File: config.mk
export PLATFORM = sky130hd
export DESIGN_NAME = awk_stop_wakeup
export DESIGN_NICKNAME = d
export VERILOG_FILES = /design/src/hw/awk_pkg.sv /design/src/hw/awk_wake_counter.sv /design/src/hw/awk_stop_wakeup.sv
export SDC_FILE = /design/constraint.sdc
export NUM_CORES = 1
export LEC_CHECK = 0
export BUFFER_PORTS_ARGS = -buffer_cell sky130_fd_sc_hd__buf_4
export CAP_MARGIN = 20
export CORE_ASPECT_RATIO = 1.75
export CORE_MARGIN = 2
export CORE_UTILIZATION = 49
export CTS_BUF_LIST = sky130_fd_sc_hd__clkbuf_4
export CTS_CLUSTER_DIAMETER = 40
export DETAILED_ROUTE_END_ITERATION = 10
export GPL_TIMING_DRIVEN = 1
export HOLD_SLACK_MARGIN = 0.03
export PLACE_DENSITY_LB_ADDON = 0.08
export SLEW_MARGIN = 20
export SYNTH_ARGS = -nofsm -noshare
export SYNTH_HDL_FRONTEND = slang
export SYNTH_SLANG_ARGS = --single-unit
export TNS_END_PERCENT = 10
File: constraint.sdc
create_clock -name clk_i -period 2.3 [get_ports clk_i]
set_input_delay 0.23 -clock clk_i [delete_from_list [all_inputs] [get_ports clk_i]]
set_output_delay 0.23 -clock clk_i [all_outputs]
set_load 0.02 [all_outputs]
File: src/hw/awk_pkg.sv
// stop-mode auto wakeup block: shared constants, field layout and carriers
// assumes a single 100 MHz clock, synchronous resets and an apb master
//
// Overview of operation
// (RQ1) wake latch bit in port a is read-only
// (RQ2) status register bits 7-4 read zero
// (RQ3) pending flag set by key or wakeup, reset clears
// (RQ4) writing acknowledge 1 clears requests, reads zero
// (RQ5) mask bit 1 blocks interrupt requests
// (RQ6) wakeup enable bit gates wake latch setting
// (RQ7) oscillator bit selects bus clock or rc
// (RQ8) oscillator bit keeps clock source running in stop
// (RQ9) rate bit picks 512 or 16384 wakeup cycles
// (RQ10) rate bit picks watchdog 8176 or 262128 cycles
// (RQ11) recovery bit picks 32 or 4096 exit cycles
// (RQ12) configuration registers write once, always readable
// (RQ13) configuration registers at indices 1E and 1F
// (RQ14) software writes configuration right after reset
// (RQ15) reset pin bit cleared by power-on only
// (RQ16) second configuration holds irq and serial controls
// (RQ17) wakeup counter restarts at zero each stop
// (RQ18) wakeup counter idle outside stop mode
// (RQ19) wake latch shows at port a bit 6
// (RQ20) wake latch cleared by reset and acknowledge
// (RQ21) interrupt request while flag set and unmasked

package awk_pkg;

    // -------------------------------------------------------------
    // register indices (byte address is four times the index)
    // -------------------------------------------------------------
    localparam int unsigned ADDR_W     = 8;
    localparam logic [5:0]  IDX_PORT_A = 6'h00;
    localparam logic [5:0]  IDX_KEY_SC = 6'h1A;
    localparam logic [5:0]  IDX_KEY_IE = 6'h1B;
    localparam logic [5:0]  IDX_CFG2   = 6'h1E;
    localparam logic [5:0]  IDX_CFG1   = 6'h1F;

    // -------------------------------------------------------------
    // field positions
    // -------------------------------------------------------------
    localparam int unsigned POS_WAKE_LATCH   = 6;
    localparam int unsigned POS_PEND_FLAG    = 3;
    localparam int unsigned POS_ACK          = 2;
    localparam int unsigned POS_IRQ_MASK     = 1;
    localparam int unsigned POS_KEY_MODE     = 0;
    localparam int unsigned POS_WAKE_IRQ_EN  = 6;
    localparam int unsigned POS_IRQ_PULLUP   = 7;
    localparam int unsigned POS_IRQ_PIN_EN   = 6;
    localparam int unsigned POS_SERIAL_CLK   = 3;
    localparam int unsigned POS_OSC_IN_STOP  = 1;
    localparam int unsigned POS_RESET_PIN_EN = 0;
    localparam int unsigned POS_RATE_SELECT  = 7;
    localparam int unsigned POS_SHORT_RECOV  = 2;

    // -------------------------------------------------------------
    // reset values
    // -------------------------------------------------------------
    localparam logic [7:0] RST_CFG1   = 8'h00;
    localparam logic [7:0] RST_CFG2   = 8'h00;
    localparam logic [5:0] RST_KEY_IE = 6'h00;

    // -------------------------------------------------------------
    // cycle counts
    // -------------------------------------------------------------
    localparam int unsigned WAKE_SHORT_CYCLES = 512;
    localparam int unsigned WAKE_LONG_CYCLES  = 16384;
    localparam int unsigned COP_SHORT_CYCLES  = 8176;
    localparam int unsigned COP_LONG_CYCLES   = 262128;
    localparam int unsigned RECOV_SHORT_CYC   = 32;
    localparam int unsigned RECOV_LONG_CYC    = 4096;
    localparam int unsigned COP_W             = 18;
    localparam int unsigned RECOV_W           = 13;

    // -------------------------------------------------------------
    // carriers
    // -------------------------------------------------------------
    typedef struct packed {
        logic               irq_pullup_disconnect;
        logic               irq_pin_function_enable;
        logic               serial_baud_clock_select;
        logic               reset_pin_function_enable;
        logic               osc_run_in_stop;
        logic               period_rate_select;
        logic               short_stop_recovery;
        logic [COP_W-1:0]   cop_period;
        logic [RECOV_W-1:0] stop_exit_delay;
        logic [7:0]         option_config_first;
        logic [7:0]         option_config_second;
    } awk_cfg_s;

    typedef struct packed {
        logic wake_rc_oscillator_enable;
        logic clock_source_enable;
        logic bus_clock_twice_rate_sel;
    } awk_clk_s;

endpackage

File: src/hw/awk_wake_counter.sv
// wakeup overflow counter for stop mode
// assumes tick_i is a one-cycle enable per edge of the selected slow clock

module awk_wake_counter #(
    parameter int unsigned SHORT_CYCLES = awk_pkg::WAKE_SHORT_CYCLES,
    parameter int unsigned LONG_CYCLES  = awk_pkg::WAKE_LONG_CYCLES,
    parameter int unsigned CNT_W        = $clog2(LONG_CYCLES)
) (
    input  wire logic clk_i,
    input  wire logic reset_i,
    input  wire logic run_i,
    input  wire logic tick_i,
    input  wire logic short_sel_i,
    output logic      overflow_o
);

    // -------------------------------------------------------------
    // state
    // -------------------------------------------------------------
    typedef struct packed {
        logic [CNT_W-1:0] count;
        logic             overflow;
    } awk_cnt_s;

    localparam logic [CNT_W-1:0] LAST_SHORT = CNT_W'(SHORT_CYCLES - 1);
    localparam logic [CNT_W-1:0] LAST_LONG  = CNT_W'(LONG_CYCLES - 1);

    awk_cnt_s state_q;
    awk_cnt_s state_d;
    logic [CNT_W-1:0] last_count;

    assign last_count = short_sel_i ? LAST_SHORT : LAST_LONG; // [RQ9]

    // count selected clock edges, pulse and wrap at the overflow count
    always_comb begin
        state_d          = state_q;
        state_d.overflow = 1'b0;
        if (reset_i || !run_i) begin
            state_d.count = '0; // [RQ17] [RQ18]
        end else if (tick_i) begin
            if (state_q.count >= last_count) begin
                state_d.count    = '0;
                state_d.overflow = 1'b1; // [RQ9]
            end else begin
                state_d.count = state_q.count + CNT_W'(1);
            end
        end
    end

    always_ff @(posedge clk_i) begin
        state_q <= state_d;
    end

    assign overflow_o = state_q.overflow;

endmodule

File: src/hw/awk_stop_wakeup.sv
// stop-mode auto wakeup timer with its register view over apb
// assumes the cpu drives stop_mode_i, por_i comes with reset_i at power-up,
// and slow clock edges arrive as one-cycle ticks in this clock domain

module awk_stop_wakeup #(
    parameter int unsigned WAKE_LONG_CYCLES = awk_pkg::WAKE_LONG_CYCLES,
    parameter int unsigned COP_LONG_CYCLES  = awk_pkg::COP_LONG_CYCLES
) (
    input  wire logic                       clk_i,
    input  wire logic                       reset_i,
    input  wire logic                       por_i,
    input  wire logic                       psel,
    input  wire logic                       penable,
    input  wire logic                       pwrite,
    input  wire logic [awk_pkg::ADDR_W-1:0] paddr,
    input  wire logic [31:0]                pwdata,
    output logic      [31:0]                prdata,
    output logic                            pready,
    output logic                            pslverr,
    input  wire logic                       stop_mode_i,
    input  wire logic                       wake_rc_tick_i,
    input  wire logic                       bus_clock_twice_rate_tick_i,
    input  wire logic                       key_request_i,
    output logic                            wake_irq_o,
    output logic                            wake_latch_status_o,
    output awk_pkg::awk_clk_s               clk_ctrl_o,
    output awk_pkg::awk_cfg_s               cfg_o
);

    // -------------------------------------------------------------
    // state
    // -------------------------------------------------------------
    typedef struct packed {
        logic [7:0]  cfg1;
        logic [7:0]  cfg2;
        logic        cfg1_done;
        logic        cfg2_done;
        logic        wake_latch;
        logic        key_latch;
        logic        irq_mask;
        logic        key_mode;
        logic        wake_irq_en;
        logic [5:0]  key_irq_en;
        logic [31:0] rdata;
        logic        wake_irq;
    } awk_state_s;

    awk_state_s state_q;
    awk_state_s state_d;

    logic [5:0] index;
    logic       hit_port_a;
    logic       hit_key_sc;
    logic       hit_key_ie;
    logic       hit_cfg2;
    logic       hit_cfg1;
    logic       mapped;
    logic       setup;
    logic       wr_access;
    logic       ack_write;
    logic       pend_flag;
    logic       osc_in_stop;
    logic       rate_short;
    logic       slow_tick;
    logic       wake_overflow;
    logic [7:0] port_a_view;
    logic [7:0] key_sc_view;
    logic [7:0] key_ie_view;
    logic [7:0] read_byte;

    // -------------------------------------------------------------
    // address decode
    // -------------------------------------------------------------

    // word index from the byte address
    assign index      = paddr[7:2];
    assign hit_port_a = (index == awk_pkg::IDX_PORT_A);
    assign hit_key_sc = (index == awk_pkg::IDX_KEY_SC);
    assign hit_key_ie = (index == awk_pkg::IDX_KEY_IE);
    assign hit_cfg2   = (index == awk_pkg::IDX_CFG2);  // [RQ13]
    assign hit_cfg1   = (index == awk_pkg::IDX_CFG1);  // [RQ13]
    assign mapped     = hit_port_a | hit_key_sc | hit_key_ie
                      | hit_cfg2 | hit_cfg1;
    assign setup      = psel & ~penable;
    assign wr_access  = psel & penable & pwrite & mapped;
    assign ack_write  = wr_access & hit_key_sc
                      & pwdata[awk_pkg::POS_ACK];        // [RQ4]

    // -------------------------------------------------------------
    // wakeup clock and counter
    // -------------------------------------------------------------

    // selected slow clock drives the counter only in stop
    assign osc_in_stop = state_q.cfg2[awk_pkg::POS_OSC_IN_STOP];
    assign rate_short  = state_q.cfg1[awk_pkg::POS_RATE_SELECT];
    assign slow_tick   = osc_in_stop ? bus_clock_twice_rate_tick_i
                                     : wake_rc_tick_i;  // [RQ7]

    awk_wake_counter #(
        .SHORT_CYCLES (awk_pkg::WAKE_SHORT_CYCLES),
        .LONG_CYCLES  (WAKE_LONG_CYCLES),
        .CNT_W        ($clog2(WAKE_LONG_CYCLES))
    ) u_wake_counter (
        .clk_i        (clk_i),
        .reset_i      (reset_i),
        .run_i        (stop_mode_i),  // [RQ18]
        .tick_i       (slow_tick),
        .short_sel_i  (rate_short),
        .overflow_o   (wake_overflow)
    );

    // -------------------------------------------------------------
    // read views
    // -------------------------------------------------------------

    // keyboard flag is the or of both request latches
    assign pend_flag = state_q.wake_latch | state_q.key_latch; // [RQ3]

    // port a shows only the wake latch, other bits read zero
    always_comb begin
        port_a_view = 8'h00;
        port_a_view[awk_pkg::POS_WAKE_LATCH] = state_q.wake_latch; // [RQ19]
    end

    // status view: upper nibble zero, acknowledge reads zero
    always_comb begin
        key_sc_view = 8'h00;                                  // [RQ2]
        key_sc_view[awk_pkg::POS_PEND_FLAG] = pend_flag;
        key_sc_view[awk_pkg::POS_ACK]       = 1'b0;           // [RQ4]
        key_sc_view[awk_pkg::POS_IRQ_MASK]  = state_q.irq_mask;
        key_sc_view[awk_pkg::POS_KEY_MODE]  = state_q.key_mode;
    end

    // enable view: wakeup enable plus stored key enables
    always_comb begin
        key_ie_view = {2'b00, state_q.key_irq_en};
        key_ie_view[awk_pkg::POS_WAKE_IRQ_EN] = state_q.wake_irq_en;
    end

    // read multiplexer, unmapped reads return zero
    always_comb begin
        read_byte = 8'h00;
        if (hit_port_a) begin
            read_byte = port_a_view;
        end else if (hit_key_sc) begin
            read_byte = key_sc_view;
        end else if (hit_key_ie) begin
            read_byte = key_ie_view;
        end else if (hit_cfg2) begin
            read_byte = state_q.cfg2;  // [RQ12]
        end else if (hit_cfg1) begin
            read_byte = state_q.cfg1;  // [RQ12]
        end
    end

    // -------------------------------------------------------------
    // next state
    // -------------------------------------------------------------
    always_comb begin
        state_d = state_q;

        // read data captured in the setup cycle
        if (setup) begin
            state_d.rdata = {24'h000000, read_byte};
        end

        // status and enable writes
        if (wr_access && hit_key_sc) begin
            state_d.irq_mask = pwdata[awk_pkg::POS_IRQ_MASK]; // [RQ5]
            state_d.key_mode = pwdata[awk_pkg::POS_KEY_MODE];
        end
        if (wr_access && hit_key_ie) begin
            state_d.wake_irq_en = pwdata[awk_pkg::POS_WAKE_IRQ_EN]; // [RQ6]
            state_d.key_irq_en  = pwdata[5:0];
        end

        // configuration registers accept the first write only
        if (wr_access && hit_cfg2 && !state_q.cfg2_done) begin
            state_d.cfg2      = pwdata[7:0];  // [RQ12] [RQ16]
            state_d.cfg2_done = 1'b1;         // [RQ12]
        end
        if (wr_access && hit_cfg1 && !state_q.cfg1_done) begin
            state_d.cfg1      = pwdata[7:0];  // [RQ12]
            state_d.cfg1_done = 1'b1;         // [RQ12]
        end

        // request latches: acknowledge clears, a new event wins
        if (ack_write) begin
            state_d.wake_latch = 1'b0;  // [RQ4] [RQ20]
            state_d.key_latch  = 1'b0;  // [RQ4]
        end
        if (wake_overflow && state_q.wake_irq_en) begin
            state_d.wake_latch = 1'b1;  // [RQ6]
        end
        if (key_request_i) begin
            state_d.key_latch = 1'b1;   // [RQ3]
        end

        // request toward the cpu, registered
        state_d.wake_irq = (state_d.wake_latch | state_d.key_latch)
                         & ~state_d.irq_mask;  // [RQ5] [RQ21]

        // synchronous reset; reset pin bit survives all but power-on
        if (reset_i) begin
            state_d             = '0;  // [RQ3] [RQ4] [RQ20]
            state_d.cfg1        = awk_pkg::RST_CFG1;
            state_d.cfg2        = awk_pkg::RST_CFG2;
            state_d.key_irq_en  = awk_pkg::RST_KEY_IE;
            state_d.cfg2[awk_pkg::POS_RESET_PIN_EN] =
                por_i ? 1'b0
                      : state_q.cfg2[awk_pkg::POS_RESET_PIN_EN]; // [RQ15]
        end
    end

    always_ff @(posedge clk_i) begin
        state_q <= state_d;
    end

    // -------------------------------------------------------------
    // bus answers
    // -------------------------------------------------------------

    // zero wait states, error on unmapped access
    assign prdata  = state_q.rdata;
    assign pready  = 1'b1;
    assign pslverr = psel & penable & ~mapped;

    // -------------------------------------------------------------
    // outputs
    // -------------------------------------------------------------
    assign wake_irq_o          = state_q.wake_irq;    // [RQ21]
    assign wake_latch_status_o = state_q.wake_latch;  // [RQ1]

    // clock source keeps running in stop only when asked to
    assign clk_ctrl_o.clock_source_enable =
        ~stop_mode_i | osc_in_stop;                   // [RQ8]
    assign clk_ctrl_o.wake_rc_oscillator_enable =
        stop_mode_i & ~osc_in_stop;                   // [RQ7] [RQ18]
    assign clk_ctrl_o.bus_clock_twice_rate_sel = osc_in_stop; // [RQ7]

    // stored option bits and derived periods
    assign cfg_o.irq_pullup_disconnect =
        state_q.cfg2[awk_pkg::POS_IRQ_PULLUP];        // [RQ16]
    assign cfg_o.irq_pin_function_enable =
        state_q.cfg2[awk_pkg::POS_IRQ_PIN_EN];        // [RQ16]
    assign cfg_o.serial_baud_clock_select =
        state_q.cfg2[awk_pkg::POS_SERIAL_CLK];        // [RQ16]
    assign cfg_o.reset_pin_function_enable =
        state_q.cfg2[awk_pkg::POS_RESET_PIN_EN];      // [RQ15]
    assign cfg_o.osc_run_in_stop    = osc_in_stop;
    assign cfg_o.period_rate_select = rate_short;
    assign cfg_o.short_stop_recovery =
        state_q.cfg1[awk_pkg::POS_SHORT_RECOV];
    assign cfg_o.cop_period = rate_short
        ? awk_pkg::COP_W'(awk_pkg::COP_SHORT_CYCLES)
        : awk_pkg::COP_W'(COP_LONG_CYCLES);           // [RQ10]
    assign cfg_o.stop_exit_delay =
        state_q.cfg1[awk_pkg::POS_SHORT_RECOV]
        ? awk_pkg::RECOV_W'(awk_pkg::RECOV_SHORT_CYC)
        : awk_pkg::RECOV_W'(awk_pkg::RECOV_LONG_CYC); // [RQ11]
    assign cfg_o.option_config_first  = state_q.cfg1;
    assign cfg_o.option_config_second = state_q.cfg2;

endmodule

==> results of run 1 <==
[logic make-up after synthesis]
logic type                 count (synthesis)  share of synthesized area
and+or+nand+nor                          118                      0.201
buffers and inverters                    111                      0.230
DFF                                       53                      0.326
AOI/OAI and AO/OA                         43                     0.0972
muxes                                     31                     0.0991
xor gates and xnor gates                   8                     0.0214
adders and majority gates                  6                     0.0229
other                                      2                    0.00229
[layout make-up]
class	count	area, µm²	share of cell area
clock buffer	6	45.0	0.0128
multi-input combinational	255	1630	0.465
tap	82	103	0.0293
sequential	53	1070	0.305
inverter	12	45.0	0.0128
timing repair buffer	77	578	0.165
clock inverter	2	33.8	0.00963
[power groups by stage]
| stage | sequential [W] | combinational [W] | clock (W) |
|---|---|---|---|
| 6_report | 0.000936 | 0.000227 | 0.000527 |
| 5_1_grt | 0.000939 | 0.000247 | 0.000575 |
| 4_1_cts | 0.000937 | 0.000227 | 0.000547 |
| 3_5_place_dp | 0.000956 | 0.000227 | 0 |
| 3_3_place_gp | 0.000956 | 0.000225 | 0 |
| 2_1_floorplan | 0.000957 | 0.000224 | 0 |
[Yosys cell counts, types with 3 or more instances]
cell | count | area (µm²)
nand2b_1 | 16 | 100
a31oi_1 | 3 | 18.8
nor2_1 | 29 | 109
xnor2_1 | 7 | 61.3
or3_1 | 4 | 25.0
dfxtp_1 | 52 | 1040
a221oi_1 | 3 | 26.3
a311oi_1 | 4 | 35.0
a32oi_1 | 3 | 26.3
clkbuf_1 | 8 | 30.0
a21oi_1 | 6 | 30.0
nor4_1 | 4 | 25.0
a211oi_1 | 6 | 45.0
nor4b_1 | 3 | 26.3
nor2b_1 | 5 | 31.3
mux2_2 | 8 | 90.1
mux2i_1 | 22 | 220
ha_1 | 6 | 75.1
o21ai_0 | 4 | 20.0
o31ai_1 | 4 | 30.0
or2_2 | 3 | 18.8
nand2_1 | 14 | 52.6
inv_1 | 12 | 45.0
nor3_1 | 12 | 60.1
buf_4 | 86 | 646
nand4_1 | 6 | 37.5
nand3_1 | 9 | 45.0
a2111oi_0 | 3 | 26.3
[flip-flops by register name, summed over array words and instances, names as in the netlist]
register	cells
cfg_o	16
key_ie_view	7
key_sc_view	2
prdata	8
state_q	3
u_wake_counter.overflow_o	1
u_wake_counter.state_q	14
wake_irq_o	1
wake_latch_status_o	1
[worst min-delay path, delay by kind of cell]
family / cells / cell delay, ns
AND/OR/NAND/NOR: 1 / 0.05
buffers and inverters: 1 / 0.12
AO/OA/AOI/OAI: 1 / 0.05
[path summary, 6_finish.rpt]
check | slack [ns] | endpoint
setup reg to reg | 0.43 | u_wake_counter.state_q[10]
hold reg to reg | 0.46 | state_q[44]
setup / recovery | 0.43 | u_wake_counter.state_q[10]
hold / removal | 0.09 | key_sc_view[0]
[routing by layer]
| metal | wire length (µm) | global-route usage |
|---|---|---|
| met5 | 0 | 0 |
| met4 | 94 | 0.0569 |
| met3 | 285 | 0.0301 |
| met2 | 3810 | 0.354 |
| met1 | 2540 | 0.201 |
[metrics by stage]
stage               hold WS, ns  total power [W]   util  cells  area, µm²
detailed placement        0.437          0.00118  0.528    479       3430
global placement          0.429          0.00118  0.528    479       3430
global route             0.0820          0.00176  0.540    487       3510
finish                   0.0943          0.00169  0.540    487       3510
CTS                      0.0885          0.00171  0.540    487       3510
floorplan                 0.339          0.00118      -    419       3460
==> summary.txt, run 1 <==
Outcome
  – Run status: finished clean

Timing
  – # setup viols final: 0
  – Period Utilization, post-route: 0.813
  – Setup TNS: 0 ns
  – Skew final: 0.0251 ns
  – Final Critical Period: 1.87 ns
  – Fmax: ~530 MHz
  – Slew HR: 0.583
  – Max-slew violations: 0
  – Final Worst Setup Slack: about 0.43 ns
  – Worst-margin pin slew: just over 0.6 ns
  – Count of final hold-check violations: 0
  – RSZ-0062 raised after global routing: no

Worst hold path
  – WHS Path Cells: 3
  – Hold wc startpoint: pwdata[0]
  – Worst min path class: primary input to flip-flop

Power
  – Switching pwr: 0.000454 W
  – Worst vdd ir: roughly 0.4 mV
  – Leakage: 1.42 nW
  – PD cells: approximately 480 mW/mm²
  – P_int: between 0.001 and 0.0015 W
  – Switching part of the total: 0.268
  – Comb power frac: 0.134
  – Sequential share of power: 0.554
  – Clk pwr share: 0.312

Placed design
  – GP Congestion: roughly 0.79
  – Port bufs: 67
  – DP HPWL: between 5000 and 6000 µm
  – Setup WS pre-CTS: about 0.41 ns

Flow run
  – Max-cap viol count: 0

Drt
  – Routed Antenna Nets: 0
  – First-pass DRT Iterations: 4
  – Vias/cell: just under 5
  – WL/cell: 13.8 µm
  – Final wirelength: ~6700 µm
  – Drc violations: 0
  – Via count: around 2,400
  – DRT iter0 DRCs: a little over 80

Finish
  – Area Growth Syn to Fin: 6.86%
  – Number of diodes: 0
  – Commonest cells after routing, fill and taps aside: buf_4 (77), dfxtp_1 (52), conb_1 (49)
  – Fin nets: 460
  – Fillcell total: 649
  – Layout cell share with drive strength beyond 1: 0.252
  – Most common cell after layout, fill and taps aside: buf_4

Setup path
  – RR Startpoint: cfg_o[15]
  – Arr. time, crit path: 2.11 ns
  – Crit path buffers/inverters: 1
  – Largest delay contributor family on the critical path: simple AND/OR/NAND/NOR gates
  – CP Launch Type: flip-flop
  – Max stage delay cell, worst path: dfxtp_1
  – Crit-path max cell delay: approximately 0.45 ns
  – Crit path depth: 6
  – Required @ worst endpoint: between 2 and 3 ns
  – Crit path kind: flip-flop to flip-flop
  – Worst-path maximum fanout: 11
  – Setup crit start: cfg_o[15]
  – Crit end category: flip-flop
  – CP Cell Sequence: ha_1 -> nand4_1 -> or2_2 -> a31oi_1 -> buf_4 -> nor3_1
  – Worst R2R Path Depth: 6

Logic synthesis
  – YS warnings: 0
  – Number of synthesized flops with an enable pin: 1
  – Ys flop type: dfxtp_1
  – Synthesized area: roughly 0.0033 mm²
  – Ys async rst share: 0
  – Avg Cell Area, Syn: about 8.8 µm²
  – Distinct cells, synth: around 50
  – Synth Instances: roughly 370
  – Yosys reg bits: 53
  – Register area share after synthesis: 0.326

Global routing
  – Grt ovf: 0
  – Largest net degree at the start of global routing: 47
  – Initial antenna violation count: 0
  – Vias in the first global route: ~2,300
  – First-pass GRT wire length: roughly 11,000 µm
  – GRT Overall Usage: 0.186

Clocking
  – Total CTS buffers: 5
  – CTS Sinks: 53
  – Post-CTS Hold Buffers: 0
  – Clock Latency Late Sink: roughly 0.38 ns
  – Root buffer cell: clkbuf_4
  – CTS resizes: 0
  – H-tree levels: 2
  – Clock buffer depth: 2
  – Setup Buffers After CTS: 0
  – TritonCTS clock tree: done
  – Clock-pin slew on the worst setup and hold paths: between 0.15 and 0.2 ns

Floorplanning
  – Total core area: 0.00649 mm²
  – Ports: approximately 140
  – Die W: 65.9 µm
  – Die Y: 112 µm
  – Initial Util: 0.506
  – FP Rows: 39
  – Die ar.: about 0.0074 mm²
No activity file was read; power rests on OpenSTA's default activity.
==> run 2: changes to the inputs <==
CORE_UTILIZATION = 45   (was 49)
clock period = 1.7 ns   (was 2.3 ns; I/O delays follow)
==> run 2 against run 1 <==
Effect of this change:
- clock power up 7.8%
- clock-buffer cell count stayed put
- highest routed layer unchanged
- largest power group unchanged
- combinational power grew 53%
- final cell count rose by 8.8%
- setup slack lost 0.39 ns
- critical endpoint is now u_wake_counter.state_q[13]
- critical path type unchanged
==> summary.txt, run 2 (synthesis results as in run 1) <==
Timing
  – Skew final: 0.0178 ns
  – Min Hold Slack: about 0.05 ns
  – Fmax: approximately 600 MHz
  – Period Utilization, post-route: 0.979
  – # setup viols final: 0
  – Final Critical Period: ~1.7 ns
  – Final Worst Setup Slack: between 0.03 and 0.04 ns
  – RSZ-0062 raised after global routing: yes
  – Max-slew violations: 0
  – Count of final hold-check violations: 0

Worst hold path
  – Hold Path End: key_ie_view[1]
  – Hold wc startpoint: pwdata[1]
  – Worst min path class: primary input to flip-flop
  – WHS Path Cells: 3

Clocking
  – H-tree levels: 2
  – Total CTS buffers: 5
  – Clock-pin slew on the worst setup and hold paths: ~0.16 ns
  – TritonCTS clock tree: done
  – Root buffer cell: clkbuf_4
  – Clock Latency Late Sink: approximately 0.39 ns
  – CTS Sinks: 53
  – Clock buffer depth: 2

Floorplanning
  – Die Y: 117 µm
  – Ports: around 140
  – Initial Util: 0.460
  – Die ar.: approximately 0.0080 mm²
  – Die W: between 60 and 70 µm
  – Total core area: ~0.007 mm²
  – FP Rows: 41

Placed design
  – Setup WS pre-CTS: -0.0771 ns
  – Post-Place Cells: 513
  – DP Area: around 0.0037 mm²
  – GP Congestion: about 0.83
  – Port bufs: between 60 and 70
  – DP HPWL: 5820 µm

Drt
  – Routed Antenna Nets: 0
  – Via count: about 2,600
  – WL/cell: around 14 µm
  – Final wirelength: 7530 µm
  – First-pass DRT Iterations: 4
  – DRT iter0 DRCs: ~110
  – Drc violations: 0
  – Vias/cell: 4.93

Flow run
  – Max-cap viol count: 0

Setup path
  – Crit-path max cell delay: around 0.44 ns
  – Critical R2R Capture: u_wake_counter.state_q[13]
  – Largest delay contributor family on the critical path: simple AND/OR/NAND/NOR gates
  – Max stage delay cell, worst path: or3_4
  – Crit end category: flip-flop
  – Crit path buffers/inverters: 0
  – Arr. time, crit path: slightly below 2 ns
  – Required @ worst endpoint: 2.01 ns
  – FF-to-FF setup slack: around 0.035 ns
  – Worst-path maximum fanout: 3
  – Worst R2R Path Depth: 4
  – RR Startpoint: u_wake_counter.state_q[4]
  – Crit path kind: flip-flop to flip-flop
  – CP Cell Sequence: nand4_1 -> or3_4 -> or4_4 -> a211oi_2
  – CP Launch Type: flip-flop

Global routing
  – Grt ovf: 0
  – GRT Overall Usage: 0.194
  – Initial antenna violation count: 0
  – Vias in the first global route: about 2,500
  – First-pass GRT wire length: 11,600 µm
  – Largest net degree at the start of global routing: 24

Finish
  – Max FFs per register: 16
  – Design Area, Final: a little under 0.004 mm²
  – Layout Cells excl Fill: 530
  – Most common cell after layout, fill and taps aside: buf_4
  – Layout cell share with drive strength beyond 1: 0.342
  – Commonest cells after routing, fill and taps aside: buf_4 (106), conb_1 (49), dfxtp_1 (43)
  – Number of diodes: 0
  – Area Growth Syn to Fin: 19.1%
  – Fin nets: 500

Power
  – PD cells: about 560 mW/mm²
  – Worst vdd ir: 0.436 mV
  – Leakage: 1.63 nW

Outcome
  – Run status: finished clean
==> run 2: power breakdown <==
part / switching [W] / internal [W] / leakage, nW
Sequential: 0.00000799 / 0.00126 / 0.434
Combinational: 0.000228 / 0.000120 / 1.16
Clock: 0.000398 / 0.000169 / 0.0315
==> run 2: what timing repair did <==
action | in CTS | in global routing
pin swaps | 0 | 4
endpoints found under the hold margin | 12 | 0
buffers inserted | 0 | 2
hold buffers | 8 | 0
gates resized for setup | 1 | 25
setup endpoints to repair | 12 | 12
cloned | 0 | 0
==> run 2: how the worst max path moves through the flow <==
stage                     slack (ns)  cells past startpoint                      start                         end
final                           0.04                      4  u_wake_counter.state_q[4]  u_wake_counter.state_q[13]
after global routing           -0.05                      6  u_wake_counter.state_q[4]  u_wake_counter.state_q[14]
after CTS                      0.005                      6                  cfg_o[15]  u_wake_counter.state_q[13]
after detailed placement       -0.08                      6                   paddr[7]                  wake_irq_o
after global placement         -0.05                      6                   paddr[7]                  wake_irq_o
after floorplan               -0.006                      6                   paddr[2]              key_ie_view[0]
==> run 2: stage by stage <==
stage | setup TNS (ns) | util | total power (W)
final | 0 | 0.548 | 0.00218
after global routing | -0.267 | 0.548 | 0.00228
after CTS | 0 | 0.534 | 0.00221
after detailed placement | -0.242 | 0.516 | 0.00162
after global placement | -0.202 | 0.516 | 0.00162
after floorplan | -0.00608 | - | 0.00160
==> run 2: worst min-delay path, stage by stage <==
cell and delay [ns]:
buf_4 0.13, nand2b_1 0.06, mux2i_1 0.06
==> run 2: per-layer routing <==
layer | GRT usage | share of wire
met5 | 0 | 0
met4 | 0.0600 | 0.016
met3 | 0.0306 | 0.038
met2 | 0.378 | 0.58
met1 | 0.202 | 0.37
==> run 2: layout make-up <==
cell class / count / area, µm²
multi-input cells: 255 / 1700
clock inverters: 1 / 5.00
fillers: 718 / 3220
well taps: 86 / 108
clock buffers: 6 / 45.0
flip-flops and latches: 53 / 1090
inverters: 12 / 45.0
repair buffers: 117 / 918
